$ cat src/bcb_pkg.sv
// package of offsets, field positions and encodings for the channel b break comparator
package bcb_pkg;

	// ----------------------------------------------------------------
	// register offsets (byte addresses)
	// ----------------------------------------------------------------
	localparam logic [7:0] OFF_BREAK_ADDRESS = 8'h00;	// chb_break_address
	localparam logic [7:0] OFF_ADDRESS_MASK  = 8'h04;	// chb_address_mask
	localparam logic [7:0] OFF_BREAK_DATA    = 8'h08;	// chb_break_data
	localparam logic [7:0] OFF_DATA_MASK     = 8'h0C;	// chb_data_mask
	localparam logic [7:0] OFF_CYCLE_QUAL    = 8'h10;	// chb_cycle_qualifier
	localparam logic [7:0] OFF_CONTROL       = 8'h14;	// data enable, space id mask, flags
	localparam logic [7:0] OFF_INT_STATUS    = 8'h18;	// sticky event status
	localparam logic [7:0] OFF_INT_MASK      = 8'h1C;	// interrupt mask

	// ----------------------------------------------------------------
	// reset values
	// ----------------------------------------------------------------
	localparam logic [31:0] RST_WORD = 32'h0000_0000;	// every register resets to zero
	localparam logic [15:0] RST_QUAL = 16'h0000;	// qualifier reset
	localparam logic [1:0]  RST_PAIR = 2'h0;	// two-bit status or mask reset

	// ----------------------------------------------------------------
	// qualifier field positions
	// ----------------------------------------------------------------
	localparam int QUAL_MASTER_HI = 7;	// chb_master_sel_hi
	localparam int QUAL_MASTER_LO = 6;	// chb_master_sel_lo
	localparam int QUAL_ACCESS_HI = 5;	// chb_access_type_hi
	localparam int QUAL_ACCESS_LO = 4;	// chb_access_type_lo
	localparam int QUAL_DIR_HI    = 3;	// chb_direction_hi
	localparam int QUAL_DIR_LO    = 2;	// chb_direction_lo
	localparam int QUAL_SIZE_HI   = 1;	// chb_size_sel_hi
	localparam int QUAL_SIZE_LO   = 0;	// chb_size_sel_lo
	localparam int QUAL_USED_HI   = 7;	// top implemented bit

	// ----------------------------------------------------------------
	// control register field positions
	// ----------------------------------------------------------------
	localparam int CTL_SPACE_ID_MASK = 20;	// chb_space_id_mask
	localparam int CTL_CPU_FLAG      = 14;	// chb_cpu_match_flag
	localparam int CTL_DMA_FLAG      = 12;	// chb_dma_match_flag
	localparam int CTL_DATA_EN       = 3;	// include data bus in condition

	// ----------------------------------------------------------------
	// status and mask bits
	// ----------------------------------------------------------------
	localparam int INT_CPU = 0;	// cpu match event
	localparam int INT_DMA = 1;	// dma match event

	// ----------------------------------------------------------------
	// operand size encodings on the monitored bus
	// ----------------------------------------------------------------
	localparam logic [1:0] SIZE_NONE = 2'h0;	// size not checked
	localparam logic [1:0] SIZE_BYTE = 2'h1;	// byte
	localparam logic [1:0] SIZE_WORD = 2'h2;	// word
	localparam logic [1:0] SIZE_LONG = 2'h3;	// longword

endpackage

$ cat src/bcb_match_if.sv
// interface carrying comparator settings and result between top and matcher
`timescale 1ns/1ns
interface bcb_match_if;
	logic [31:0] break_address;	// address operand
	logic [31:0] address_mask;	// address mask, one excludes bit
	logic [31:0] break_data;	// data operand
	logic [31:0] data_mask;	// data mask, one excludes bit
	logic [15:0] qualifier;	// cycle qualifier
	logic        data_en;	// include data bus
	logic        space_id_mask;	// exclude space id
	logic        space_id_hit;	// space id agrees
	logic        cpu_hit;	// cpu condition met this cycle
	logic        dma_hit;	// dma condition met this cycle

	modport cfg (
		output break_address, address_mask, break_data, data_mask,
		output qualifier, data_en, space_id_mask, space_id_hit,
		input  cpu_hit, dma_hit
	);
	modport cmp (
		input  break_address, address_mask, break_data, data_mask,
		input  qualifier, data_en, space_id_mask, space_id_hit,
		output cpu_hit, dma_hit
	);
endinterface

$ cat src/bcb_top.sv
// channel b break condition comparator with apb register file and interrupt
// Contract
// RQ1 - hold 32-bit break address, compare bus address
// RQ2 - address mask one excludes that bit
// RQ3 - 32-bit readable writable break data operand
// RQ4 - data mask one excludes that bit
// RQ5 - software sets size when data compared
// RQ6 - byte data lane follows address parity
// RQ7 - master select: 00 off, x1 cpu, 10 dma
// RQ8 - access select: off, fetch, data, either
// RQ9 - direction select: off, read, write, either
// RQ10 - size select: none, byte, word, longword
// RQ11 - qualifier bits 15 to 8 read zero
// RQ12 - qualifier 16-bit, resets to zero, compare off
// RQ13 - match needs all conditions same cycle
// RQ14 - sticky cpu and dma flags, write zero clears
// RQ15 - space id mask one excludes space id
`timescale 1ns/1ns
module bcb_top (
	// clock and reset
	input  wire logic        pclk,
	input  wire logic        presetn,
	// apb slave
	input  wire logic        psel,
	input  wire logic        penable,
	input  wire logic        pwrite,
	input  wire logic [7:0]  paddr,
	input  wire logic [31:0] pwdata,
	input  wire logic [3:0]  pstrb,
	output logic      [31:0] prdata,
	output logic             pready,
	output logic             pslverr,
	// monitored bus cycle
	input  wire logic        bus_valid,
	input  wire logic        bus_is_dma,
	input  wire logic        bus_is_fetch,
	input  wire logic        bus_write,
	input  wire logic [1:0]  bus_size,
	input  wire logic [31:0] bus_address,
	input  wire logic [31:0] bus_data,
	input  wire logic        space_id_hit,
	// results
	output logic             cpu_match,
	output logic             dma_match,
	output logic             irq
);
	// ----------------------------------------------------------------
	// registers
	// ----------------------------------------------------------------
	logic [31:0] chb_break_address;	// break address
	logic [31:0] chb_address_mask;	// address mask
	logic [31:0] chb_break_data;	// break data
	logic [31:0] chb_data_mask;	// data mask
	logic [15:0] chb_cycle_qualifier;	// cycle qualifier
	logic        data_en;	// data bus in condition
	logic        chb_space_id_mask;	// exclude space id
	logic        chb_cpu_match_flag;	// sticky cpu flag
	logic        chb_dma_match_flag;	// sticky dma flag
	logic [1:0]  int_status;	// sticky event bits
	logic [1:0]  int_mask;	// interrupt enable bits
	logic [31:0] next_prdata;	// read mux
	logic        addr_hit;	// address is mapped
	logic        wr_en;	// access phase write
	logic        rd_en;	// setup phase read
	logic [31:0] wmask;	// byte lane mask from pstrb
	logic [31:0] qual_merged;	// qualifier word after lane merge

	bcb_match_if mif ();	// settings to matcher

	// ----------------------------------------------------------------
	// bus decode
	// ----------------------------------------------------------------
	// byte lanes to bit mask
	function automatic logic [31:0] lane_mask(input logic [3:0] s);
		lane_mask = {{8{s[3]}}, {8{s[2]}}, {8{s[1]}}, {8{s[0]}}};
	endfunction

	// merge write data into a word under the lane mask
	function automatic logic [31:0] merge(input logic [31:0] old, input logic [31:0] wd,
		input logic [31:0] msk);
		merge = (old & ~msk) | (wd & msk);
	endfunction

	assign addr_hit = (paddr == bcb_pkg::OFF_BREAK_ADDRESS) || (paddr == bcb_pkg::OFF_ADDRESS_MASK) ||
		(paddr == bcb_pkg::OFF_BREAK_DATA) || (paddr == bcb_pkg::OFF_DATA_MASK) ||
		(paddr == bcb_pkg::OFF_CYCLE_QUAL) || (paddr == bcb_pkg::OFF_CONTROL) ||
		(paddr == bcb_pkg::OFF_INT_STATUS) || (paddr == bcb_pkg::OFF_INT_MASK);
	// write lands once, at the edge that ends the answering access cycle
	assign wr_en = psel && penable && pready && pwrite && addr_hit;
	assign rd_en = psel && !penable && !pwrite;
	assign wmask = lane_mask(pstrb);
	// qualifier merged on a full word so lanes line up with pwdata
	assign qual_merged = merge({16'h0000, chb_cycle_qualifier}, pwdata, wmask);

	// ----------------------------------------------------------------
	// comparison registers
	// ----------------------------------------------------------------
	// address and data operand writes
	always_ff @(posedge pclk or negedge presetn) begin
		if (!presetn) begin
			chb_break_address <= bcb_pkg::RST_WORD;
			chb_address_mask  <= bcb_pkg::RST_WORD;
			chb_break_data    <= bcb_pkg::RST_WORD;
			chb_data_mask     <= bcb_pkg::RST_WORD;
		end else if (wr_en) begin
			// RQ1 RQ2 RQ3 RQ4 operand register writes
			case (paddr)
				bcb_pkg::OFF_BREAK_ADDRESS: chb_break_address <= merge(chb_break_address, pwdata, wmask);
				bcb_pkg::OFF_ADDRESS_MASK:  chb_address_mask  <= merge(chb_address_mask, pwdata, wmask);
				bcb_pkg::OFF_BREAK_DATA:    chb_break_data    <= merge(chb_break_data, pwdata, wmask);
				bcb_pkg::OFF_DATA_MASK:     chb_data_mask     <= merge(chb_data_mask, pwdata, wmask);
				default:                    chb_break_data    <= chb_break_data;
			endcase
		end
	end

	// qualifier write, only bits 7 to 0 exist
	always_ff @(posedge pclk or negedge presetn) begin
		if (!presetn) begin
			// RQ12 qualifier resets to zero
			chb_cycle_qualifier <= bcb_pkg::RST_QUAL;
		end else if (wr_en && paddr == bcb_pkg::OFF_CYCLE_QUAL) begin
			// RQ11 reserved bits held at zero
			chb_cycle_qualifier <= {8'h00, qual_merged[bcb_pkg::QUAL_USED_HI:0]};
		end
	end

	// control bits other than flags
	always_ff @(posedge pclk or negedge presetn) begin
		if (!presetn) begin
			data_en           <= 1'b0;
			chb_space_id_mask <= 1'b0;
		end else if (wr_en && paddr == bcb_pkg::OFF_CONTROL) begin
			if (pstrb[0]) begin
				data_en <= pwdata[bcb_pkg::CTL_DATA_EN];
			end
			// RQ15 space id mask control
			if (pstrb[2]) begin
				chb_space_id_mask <= pwdata[bcb_pkg::CTL_SPACE_ID_MASK];
			end
		end
	end

	// ----------------------------------------------------------------
	// matcher
	// ----------------------------------------------------------------
	assign mif.break_address = chb_break_address;
	assign mif.address_mask  = chb_address_mask;
	assign mif.break_data    = chb_break_data;
	assign mif.data_mask     = chb_data_mask;
	assign mif.qualifier     = chb_cycle_qualifier;
	assign mif.data_en       = data_en;
	assign mif.space_id_mask = chb_space_id_mask;
	assign mif.space_id_hit  = space_id_hit;

	// combinational compare of the current bus cycle
	bcb_matcher u_matcher (
		.m            (mif.cmp),
		.bus_valid    (bus_valid),
		.bus_is_dma   (bus_is_dma),
		.bus_is_fetch (bus_is_fetch),
		.bus_write    (bus_write),
		.bus_size     (bus_size),
		.bus_address  (bus_address),
		.bus_data     (bus_data)
	);

	// registered match pulses
	always_ff @(posedge pclk or negedge presetn) begin
		if (!presetn) begin
			cpu_match <= 1'b0;
			dma_match <= 1'b0;
		end else begin
			// RQ13 one cycle pulse per matching bus cycle
			cpu_match <= mif.cpu_hit;
			dma_match <= mif.dma_hit;
		end
	end

	// ----------------------------------------------------------------
	// sticky flags and interrupt
	// ----------------------------------------------------------------
	// match flags, set wins over a zero write
	always_ff @(posedge pclk or negedge presetn) begin
		if (!presetn) begin
			chb_cpu_match_flag <= 1'b0;
			chb_dma_match_flag <= 1'b0;
		end else begin
			// RQ14 set by hit, cleared by writing zero
			if (mif.cpu_hit) begin
				chb_cpu_match_flag <= 1'b1;
			end else if (wr_en && paddr == bcb_pkg::OFF_CONTROL && pstrb[1] &&
				!pwdata[bcb_pkg::CTL_CPU_FLAG]) begin
				chb_cpu_match_flag <= 1'b0;
			end
			if (mif.dma_hit) begin
				chb_dma_match_flag <= 1'b1;
			end else if (wr_en && paddr == bcb_pkg::OFF_CONTROL && pstrb[1] &&
				!pwdata[bcb_pkg::CTL_DMA_FLAG]) begin
				chb_dma_match_flag <= 1'b0;
			end
		end
	end

	// interrupt status, write one clears, set wins
	always_ff @(posedge pclk or negedge presetn) begin
		if (!presetn) begin
			int_status <= bcb_pkg::RST_PAIR;
		end else begin
			int_status <= (int_status &
				~((wr_en && paddr == bcb_pkg::OFF_INT_STATUS && pstrb[0]) ? pwdata[1:0] : 2'h0))
				| {mif.dma_hit, mif.cpu_hit};
		end
	end

	// interrupt mask register
	always_ff @(posedge pclk or negedge presetn) begin
		if (!presetn) begin
			int_mask <= bcb_pkg::RST_PAIR;
		end else if (wr_en && paddr == bcb_pkg::OFF_INT_MASK && pstrb[0]) begin
			int_mask <= pwdata[1:0];
		end
	end

	// level interrupt
	always_ff @(posedge pclk or negedge presetn) begin
		if (!presetn) begin
			irq <= 1'b0;
		end else begin
			irq <= |(int_status & int_mask);
		end
	end

	// ----------------------------------------------------------------
	// read path
	// ----------------------------------------------------------------
	// read mux, unmapped reads zero
	always_comb begin
		next_prdata = 32'h0000_0000;
		case (paddr)
			bcb_pkg::OFF_BREAK_ADDRESS: next_prdata = chb_break_address;
			bcb_pkg::OFF_ADDRESS_MASK:  next_prdata = chb_address_mask;
			bcb_pkg::OFF_BREAK_DATA:    next_prdata = chb_break_data;
			bcb_pkg::OFF_DATA_MASK:     next_prdata = chb_data_mask;
			// RQ11 upper half and reserved read zero
			bcb_pkg::OFF_CYCLE_QUAL:    next_prdata = {16'h0000, chb_cycle_qualifier};
			bcb_pkg::OFF_CONTROL: begin
				next_prdata[bcb_pkg::CTL_SPACE_ID_MASK] = chb_space_id_mask;
				next_prdata[bcb_pkg::CTL_CPU_FLAG]      = chb_cpu_match_flag;
				next_prdata[bcb_pkg::CTL_DMA_FLAG]      = chb_dma_match_flag;
				next_prdata[bcb_pkg::CTL_DATA_EN]       = data_en;
			end
			bcb_pkg::OFF_INT_STATUS:    next_prdata = {30'h0000_0000, int_status};
			bcb_pkg::OFF_INT_MASK:      next_prdata = {30'h0000_0000, int_mask};
			default:                    next_prdata = 32'h0000_0000;
		endcase
	end

	// read data captured in setup, held through access
	always_ff @(posedge pclk or negedge presetn) begin
		if (!presetn) begin
			prdata <= 32'h0000_0000;
		end else if (rd_en) begin
			prdata <= next_prdata;
		end
	end

	// ready and error: one wait state, answer in second access cycle
	always_ff @(posedge pclk or negedge presetn) begin
		if (!presetn) begin
			pready  <= 1'b0;
			pslverr <= 1'b0;
		end else begin
			pready  <= psel && penable && !pready;
			pslverr <= psel && penable && !pready && !addr_hit;
		end
	end
endmodule

$ cat src/bcb_matcher.sv
// combinational matcher comparing one bus cycle to the channel b settings
`timescale 1ns/1ns
module bcb_matcher (
	// settings and result
	bcb_match_if.cmp             m,
	// monitored bus cycle
	input  wire logic            bus_valid,
	input  wire logic            bus_is_dma,
	input  wire logic            bus_is_fetch,
	input  wire logic            bus_write,
	input  wire logic [1:0]      bus_size,
	input  wire logic [31:0]     bus_address,
	input  wire logic [31:0]     bus_data
);
	logic [1:0] master_sel;	// master selector pair
	logic [1:0] access_sel;	// access type pair
	logic [1:0] dir_sel;	// direction pair
	logic [1:0] size_sel;	// size pair
	logic       addr_ok;	// unmasked address bits agree
	logic       data_ok;	// unmasked data bits agree
	logic       qual_ok;	// access, direction and size agree
	logic       any_ok;	// all but master agree

	assign master_sel = {m.qualifier[bcb_pkg::QUAL_MASTER_HI], m.qualifier[bcb_pkg::QUAL_MASTER_LO]};
	assign access_sel = {m.qualifier[bcb_pkg::QUAL_ACCESS_HI], m.qualifier[bcb_pkg::QUAL_ACCESS_LO]};
	assign dir_sel    = {m.qualifier[bcb_pkg::QUAL_DIR_HI], m.qualifier[bcb_pkg::QUAL_DIR_LO]};
	assign size_sel   = {m.qualifier[bcb_pkg::QUAL_SIZE_HI], m.qualifier[bcb_pkg::QUAL_SIZE_LO]};

	// masked compare, a mask bit of one removes that bit
	function automatic logic masked_eq(input logic [31:0] a, input logic [31:0] b,
		input logic [31:0] msk);
		masked_eq = ((a ^ b) & ~msk) == 32'h0000_0000;
	endfunction

	// RQ1 RQ2 address masked compare
	assign addr_ok = masked_eq(bus_address, m.break_address, m.address_mask);

	// RQ3 RQ4 RQ6 data compare, byte lane is software placed
	assign data_ok = !m.data_en || masked_eq(bus_data, m.break_data, m.data_mask);

	// qualifier decode for access, direction and size
	always_comb begin
		qual_ok = 1'b1;
		// RQ8 access type select
		case (access_sel)
			2'h1:    qual_ok = qual_ok && bus_is_fetch;
			2'h2:    qual_ok = qual_ok && !bus_is_fetch;
			2'h3:    qual_ok = qual_ok;
			default: qual_ok = 1'b0;
		endcase
		// RQ9 direction select
		case (dir_sel)
			2'h1:    qual_ok = qual_ok && !bus_write;
			2'h2:    qual_ok = qual_ok && bus_write;
			2'h3:    qual_ok = qual_ok;
			default: qual_ok = 1'b0;
		endcase
		// RQ10 operand size select
		case (size_sel)
			bcb_pkg::SIZE_NONE: qual_ok = qual_ok;
			default:            qual_ok = qual_ok && (bus_size == size_sel);
		endcase
	end

	// RQ15 space id only counts when not masked
	// RQ13 all conditions in one cycle
	assign any_ok = bus_valid && addr_ok && data_ok && qual_ok &&
		(m.space_id_mask || m.space_id_hit);

	// RQ7 master select, x1 cpu, 10 dma, 00 off
	assign m.cpu_hit = any_ok && master_sel[0] && !bus_is_dma;
	assign m.dma_hit = any_ok && (master_sel == 2'h2) && bus_is_dma;
endmodule

$ cat config.mk
export PLATFORM = sky130hd
export DESIGN_NAME = bcb_top
export DESIGN_NICKNAME = d
export VERILOG_FILES = /design/src/bcb_pkg.sv /design/src/bcb_match_if.sv /design/src/bcb_top.sv /design/src/bcb_matcher.sv
export SDC_FILE = /design/constraint.sdc
export NUM_CORES = 1
export LEC_CHECK = 0
export BUFFER_PORTS_ARGS = -buffer_cell sky130_fd_sc_hd__buf_2
export CAP_MARGIN = 20
export CELL_PAD_IN_SITES_DETAIL_PLACEMENT = 1
export CELL_PAD_IN_SITES_GLOBAL_PLACEMENT = 1
export CORE_UTILIZATION = 47
export CTS_CLUSTER_DIAMETER = 60
export DETAILED_ROUTE_END_ITERATION = 10
export PLACE_DENSITY_LB_ADDON = 0.3
export SYNTH_ARGS = -nofsm -noshare
export SYNTH_HDL_FRONTEND = slang
export SYNTH_HIERARCHICAL = 1
export SYNTH_SLANG_ARGS = --single-unit
$ cat constraint.sdc
create_clock -name pclk -period 7.4 [get_ports pclk]
set_clock_uncertainty 0.2 [all_clocks]
set_input_delay 0.74 -clock pclk [delete_from_list [all_inputs] [get_ports pclk]]
set_output_delay 0.74 -clock pclk [all_outputs]
set_load 0.005 [all_outputs]
# After elaboration in Yosys (flattened, before gate mapping)
# Index checks and enable logic that the tools add are counted.
dict set report word_totals {
  ff_bits 181
  input_bits 120
  output_inout_bits 37
  wordCells 131
}
dict set report classes {
  eq_ne 15
  n_mux 17
  bitwise_logic 22
  reduce_logical 60
}
# cell n
set ops {}
lappend ops {{AND 32 bit} 7}
lappend ops {{OR 32 bit} 4}
lappend ops {{inverter 32 bit} 3}
lappend ops {{logical NOT 32 bit} 2}
lappend ops {{XOR 32 bit} 2}
lappend ops {{case mux 11 bit (4 select lines)} 1}
lappend ops {{case mux 8 bit (5 select lines)} 1}
lappend ops {{equality test 8 x 5 -> 1 bit, second input constant} 4}
lappend ops {{logical AND 1 bit} 28}
lappend ops {{case mux 3 bit (7 select lines)} 1}
lappend ops {{case mux 5 bit (4 select lines)} 1}
lappend ops {{equality test 8 x 4 -> 1 bit, second input constant} 2}
lappend ops {{case mux 1 bit (5 select lines)} 3}
lappend ops {{AND reduction 2 bit} 6}
lappend ops {{equality test 2 bit, second input constant} 5}
lappend ops {{logical NOT 1 bit} 10}
lappend ops {{logical OR 1 bit} 9}
lappend ops {{AND 8 bit} 1}
lappend ops {{equality test 8 x 3 -> 1 bit, second input constant} 1}
lappend ops {{logical NOT 8 bit} 1}
lappend ops {{OR 8 bit} 1}
lappend ops {{case mux 1 bit (3 select lines)} 2}
lappend ops {{case mux 1 bit (6 select lines)} 1}
lappend ops {{two-way mux 1 bit} 5}
lappend ops {{10 further kinds} 13}

# Depth between registers and ports, before layout
dict set report depth {
  depth_word 15
  ltp_mapped 9
  mapped_depth_nobuf 9
}

# Cells and area by module
# The synthesis kept the hierarchy.
# mod n_inst cells_per_inst area_per_inst_um2 seq_area_each_um2
set modules_own_cells {}
lappend modules_own_cells {bcb_top 1 587 8114.0 4529.3}
lappend modules_own_cells {bcb_matcher 1 131 1001.0 0.0}

# Worst setup path after synthesis
# No wires, ideal clock.
dict set report synth_timing {
  kind {input port to flip-flop}
  startpoint {input port bus_is_fetch}
  endpoint {register int_status[0]}
  t_arrival_ns 2.262
  t_required_ns 7.118
  setup_slack_ns 4.856
  cell_stages 7
  path_cell_list {mux2i_1 -> or4b_1 -> nor4_2 -> nand3b_1 -> a2111oi_2 -> inv_1 -> a31oi_1}
}
dict set report synth_between {
  elab_chain_len 11
}
# item line_no
set synth_lines {}
lappend synth_lines {{start: declaration} bcb_top.sv:36} ;# input wire logic bus_is_fetch,
lappend synth_lines {{logical NOT 1 bit} bcb_matcher.sv:47} ;# 2'h2: qual_ok = qual_ok && !bus_is_fetch;
lappend synth_lines {{case mux 1 bit (3 select lines) *} bcb_matcher.sv:45} ;# case (access_sel)
lappend synth_lines {{logical AND 1 bit (on tied branches)} {bcb_matcher.sv:54, bcb_matcher.sv:53}}
lappend synth_lines {{case mux 1 bit (3 select lines) *} bcb_matcher.sv:52} ;# case (dir_sel)
lappend synth_lines {{logical AND 1 bit} bcb_matcher.sv:61} ;# default: qual_ok = qual_ok && (bus_size == size_sel);
lappend synth_lines {{two-way mux 1 bit *} bcb_matcher.sv:59} ;# case (size_sel)
lappend synth_lines {{logical AND 1 bit * (2 in a row)} bcb_matcher.sv:67} ;# assign any_ok = bus_valid && addr_ok && data_ok && qual_ok &&
lappend synth_lines {{logical AND 1 bit * (2 in a row)} bcb_matcher.sv:71} ;# assign m.cpu_hit = any_ok && master_sel[0] && !bus_is_dma;
lappend synth_lines {{via mif.cpu_hit} bcb_match_if.sv:12} ;# logic cpu_hit;
lappend synth_lines {{OR 2 bit *} bcb_top.sv:212} ;# | {mif.dma_hit, mif.cpu_hit};
lappend synth_lines {{end signal: assignment} bcb_top.sv:208} ;# int_status <= bcb_pkg::RST_PAIR;
lappend synth_lines {{end signal: assignment} bcb_top.sv:210} ;# int_status <= (int_status &
lappend synth_lines {{end: declaration} bcb_top.sv:59} ;# logic [1:0] int_status;
# The timed path passes the listed nets; every way through them passes the cells marked *.
# A chain may end at the register's enable or synchronous reset.

==> flow_summary.json <==
{
  "drc": 0,
  "finalSetupTns_ps": 0,
  "cts_tree": "yes",
  "ff2ff_setup_slack_ps": 4200,
  "crit_fanout": 16,
  "worstSkewPairLatency_ps": 440,
  "hold_class": "in2async",
  "synth_area_um2": 9111,
  "min_period_over_period_pct": 43.69,
  "start_util_pct": 48.39,
  "syn_to_final_growth_pct": 18.37,
  "startpoint_type": "primary input",
  "ys_warn_count": 6,
  "ant_nets": 0,
  "antenna_found_initial": 0,
  "clockPowerShare_pct": 45.6,
  "setup.worst_path.class": "in2reg",
  "cts_hold_buf": 0,
  "slew_headroom_pct": 25.02,
  "final_nets": 992,
  "timing.hold.ws_ps": -19.66,
  "outcome": "finished with violations",
  "p_per_area_nw_per_um2": 198.1,
  "comb_power_share_pct": 7.7,
  "portBuffers": 156,
  "wl_met3_um": 1668,
  "wl_per_cell_um": 26.07,
  "cts_buffers": 17,
  "grt_overflow": 0,
  "routed.top_layer": "met4",
  "first_iter_violations": 442,
  "reg2regPathDepth": 4,
  "clkTransAtPathRegs_ps": 60,
  "violations": "hold timing",
  "tightest_slew_ps": 1125,
  "period_needed_ps": 3233,
  "crit_required_ps": 7510,
  "m1WireLength_um": 12470,
  "via_per_inst": 6.066,
  "route.met2.wl_um": 14380,
  "netSwitchingFraction_pct": 23.78,
  "final-hold-violation-count": 9,
  "die-height_um": 141.2,
  "drtPass1Iterations": 5,
  "cts_max_path_buffers": 2,
  "r2r-start": "pready",
  "drt-total-wl_um": 29770,
  "final_util_pct": 57.28,
  "grt_pass1_vias": 7441,
  "setup_violations": 0,
  "total_leakage_power_nw": 5.117,
  "post_cts_buffers": 0,
  "row_count": 50,
  "num-fill-cells": 1927,
  "power.internal_mw": 1.628,
  "p_sw_mw": 0.5079,
  "dp_hpwl_um": 21100,
  "rsz0062_at_grt": "no",
  "core_area_um2": 18830,
  "diodes": 0,
  "worstPathArrival_ps": 3350,
  "cts.sinks": 181,
  "synth_fp_nets": 840,
  "grtUsageTotal_pct": 31.12,
  "layout-drive-gt1-share_pct": 39.46,
  "clock.fmax_ghz": 0.3093,
  "gp_congestion": 0.8919,
  "vias": 6927,
  "htreeDepth": 4,
  "cts_root_buffer": "clkbuf_16",
  "drv_cap": 0,
  "die_w_um": 141.2,
  "io_pins": 157,
  "dieArea_um2": 19950,
  "drv_slew": 0,
  "post_cts_resized": 0,
  "synth_area_per_cell_um2": 12.71,
  "end_kind": "flop",
  "max-vdd-ir-drop_v": 0.0001722,
  "grt_pass1_wl_um": 45130,
  "syn_inst": 717,
  "grt_max_degree": 111,
  "power_frac_seq_pct": 46.7
}
stage by stage:
step,cell area [um^2],power (mW),worst slack [ps],cells
5_1_grt,10790,2.187,4050,1142
4_1_cts,10760,2.140,4218,1141
2_1_floorplan,9111,1.076,4856,717
6_report,10790,2.136,4167,1142
3_3_place_gp,10130,1.172,3980,1109
3_5_place_dp,10130,1.176,3837,1109
power by group through the flow:
| stage | Combinational [mW] | Clock, mW | Sequential [mW] |
|---|---|---|---|
| after floorplan | 0.0588 | 0 | 1.02 |
| after global placement | 0.156 | 0 | 1.02 |
| after detailed placement | 0.160 | 0 | 1.02 |
| after CTS | 0.162 | 0.981 | 0.998 |
| after global routing | 0.175 | 1.01 | 0.998 |
| final | 0.164 | 0.974 | 0.998 |
placed cells by master, fill, tap and decap left out, types with 7 or more instances in the layout:
master	n
xnor2_1	65
o22ai_1	30
buf_2	155
clkbuf_16	17
mux2_2	112
mux2_1	33
inv_1	7
mux2i_1	19
buf_4	9
mux4_2	11
nor2_1	22
nand2_1	41
dfrtp_1	181
a22oi_1	19
o2bb2ai_1	16
nand3_4	8
o21ai_0	24
a22o_1	8
nand3_1	8
cell type report:
| class | count | area [um^2] | area share, % |
|---|---|---|---|
| Sequential cell | 181 | 4529 | 42.00 |
| Multi-Input combinational cell | 496 | 4399 | 40.79 |
| Clock buffer | 20 | 446.7 | 4.142 |
| Clock inverter | 12 | 176.4 | 1.636 |
| Tap cell | 260 | 325.3 | 3.016 |
| Inverter | 7 | 26.28 | 0.2436 |
| Timing Repair Buffer | 166 | 882.1 | 8.179 |
routing by layer:
metal  GRT usage [%]  vias up
met3           5.673       77
met5               0        -
met4           14.99        0
met1           40.69     3600
li1                -     2959
met2           50.10      291
critical path: stages:
cell and delay [ps]:
buf_2 100, and4_1 950, nand4_1 310, nor2b_1 790, mux2_2 450
worst max-delay path by stage:
stage,start,to,slack (ps),cells after the start
after floorplan,bus_is_fetch,int_status[0],4860,7
after global placement,paddr[3],flop,3980,6
after detailed placement,psel,flop,3840,5
after CTS,psel,flop,4220,5
after global routing,pready,flop,4050,4
final,psel,flop,4170,5
(Power assumes the default switching activity.)
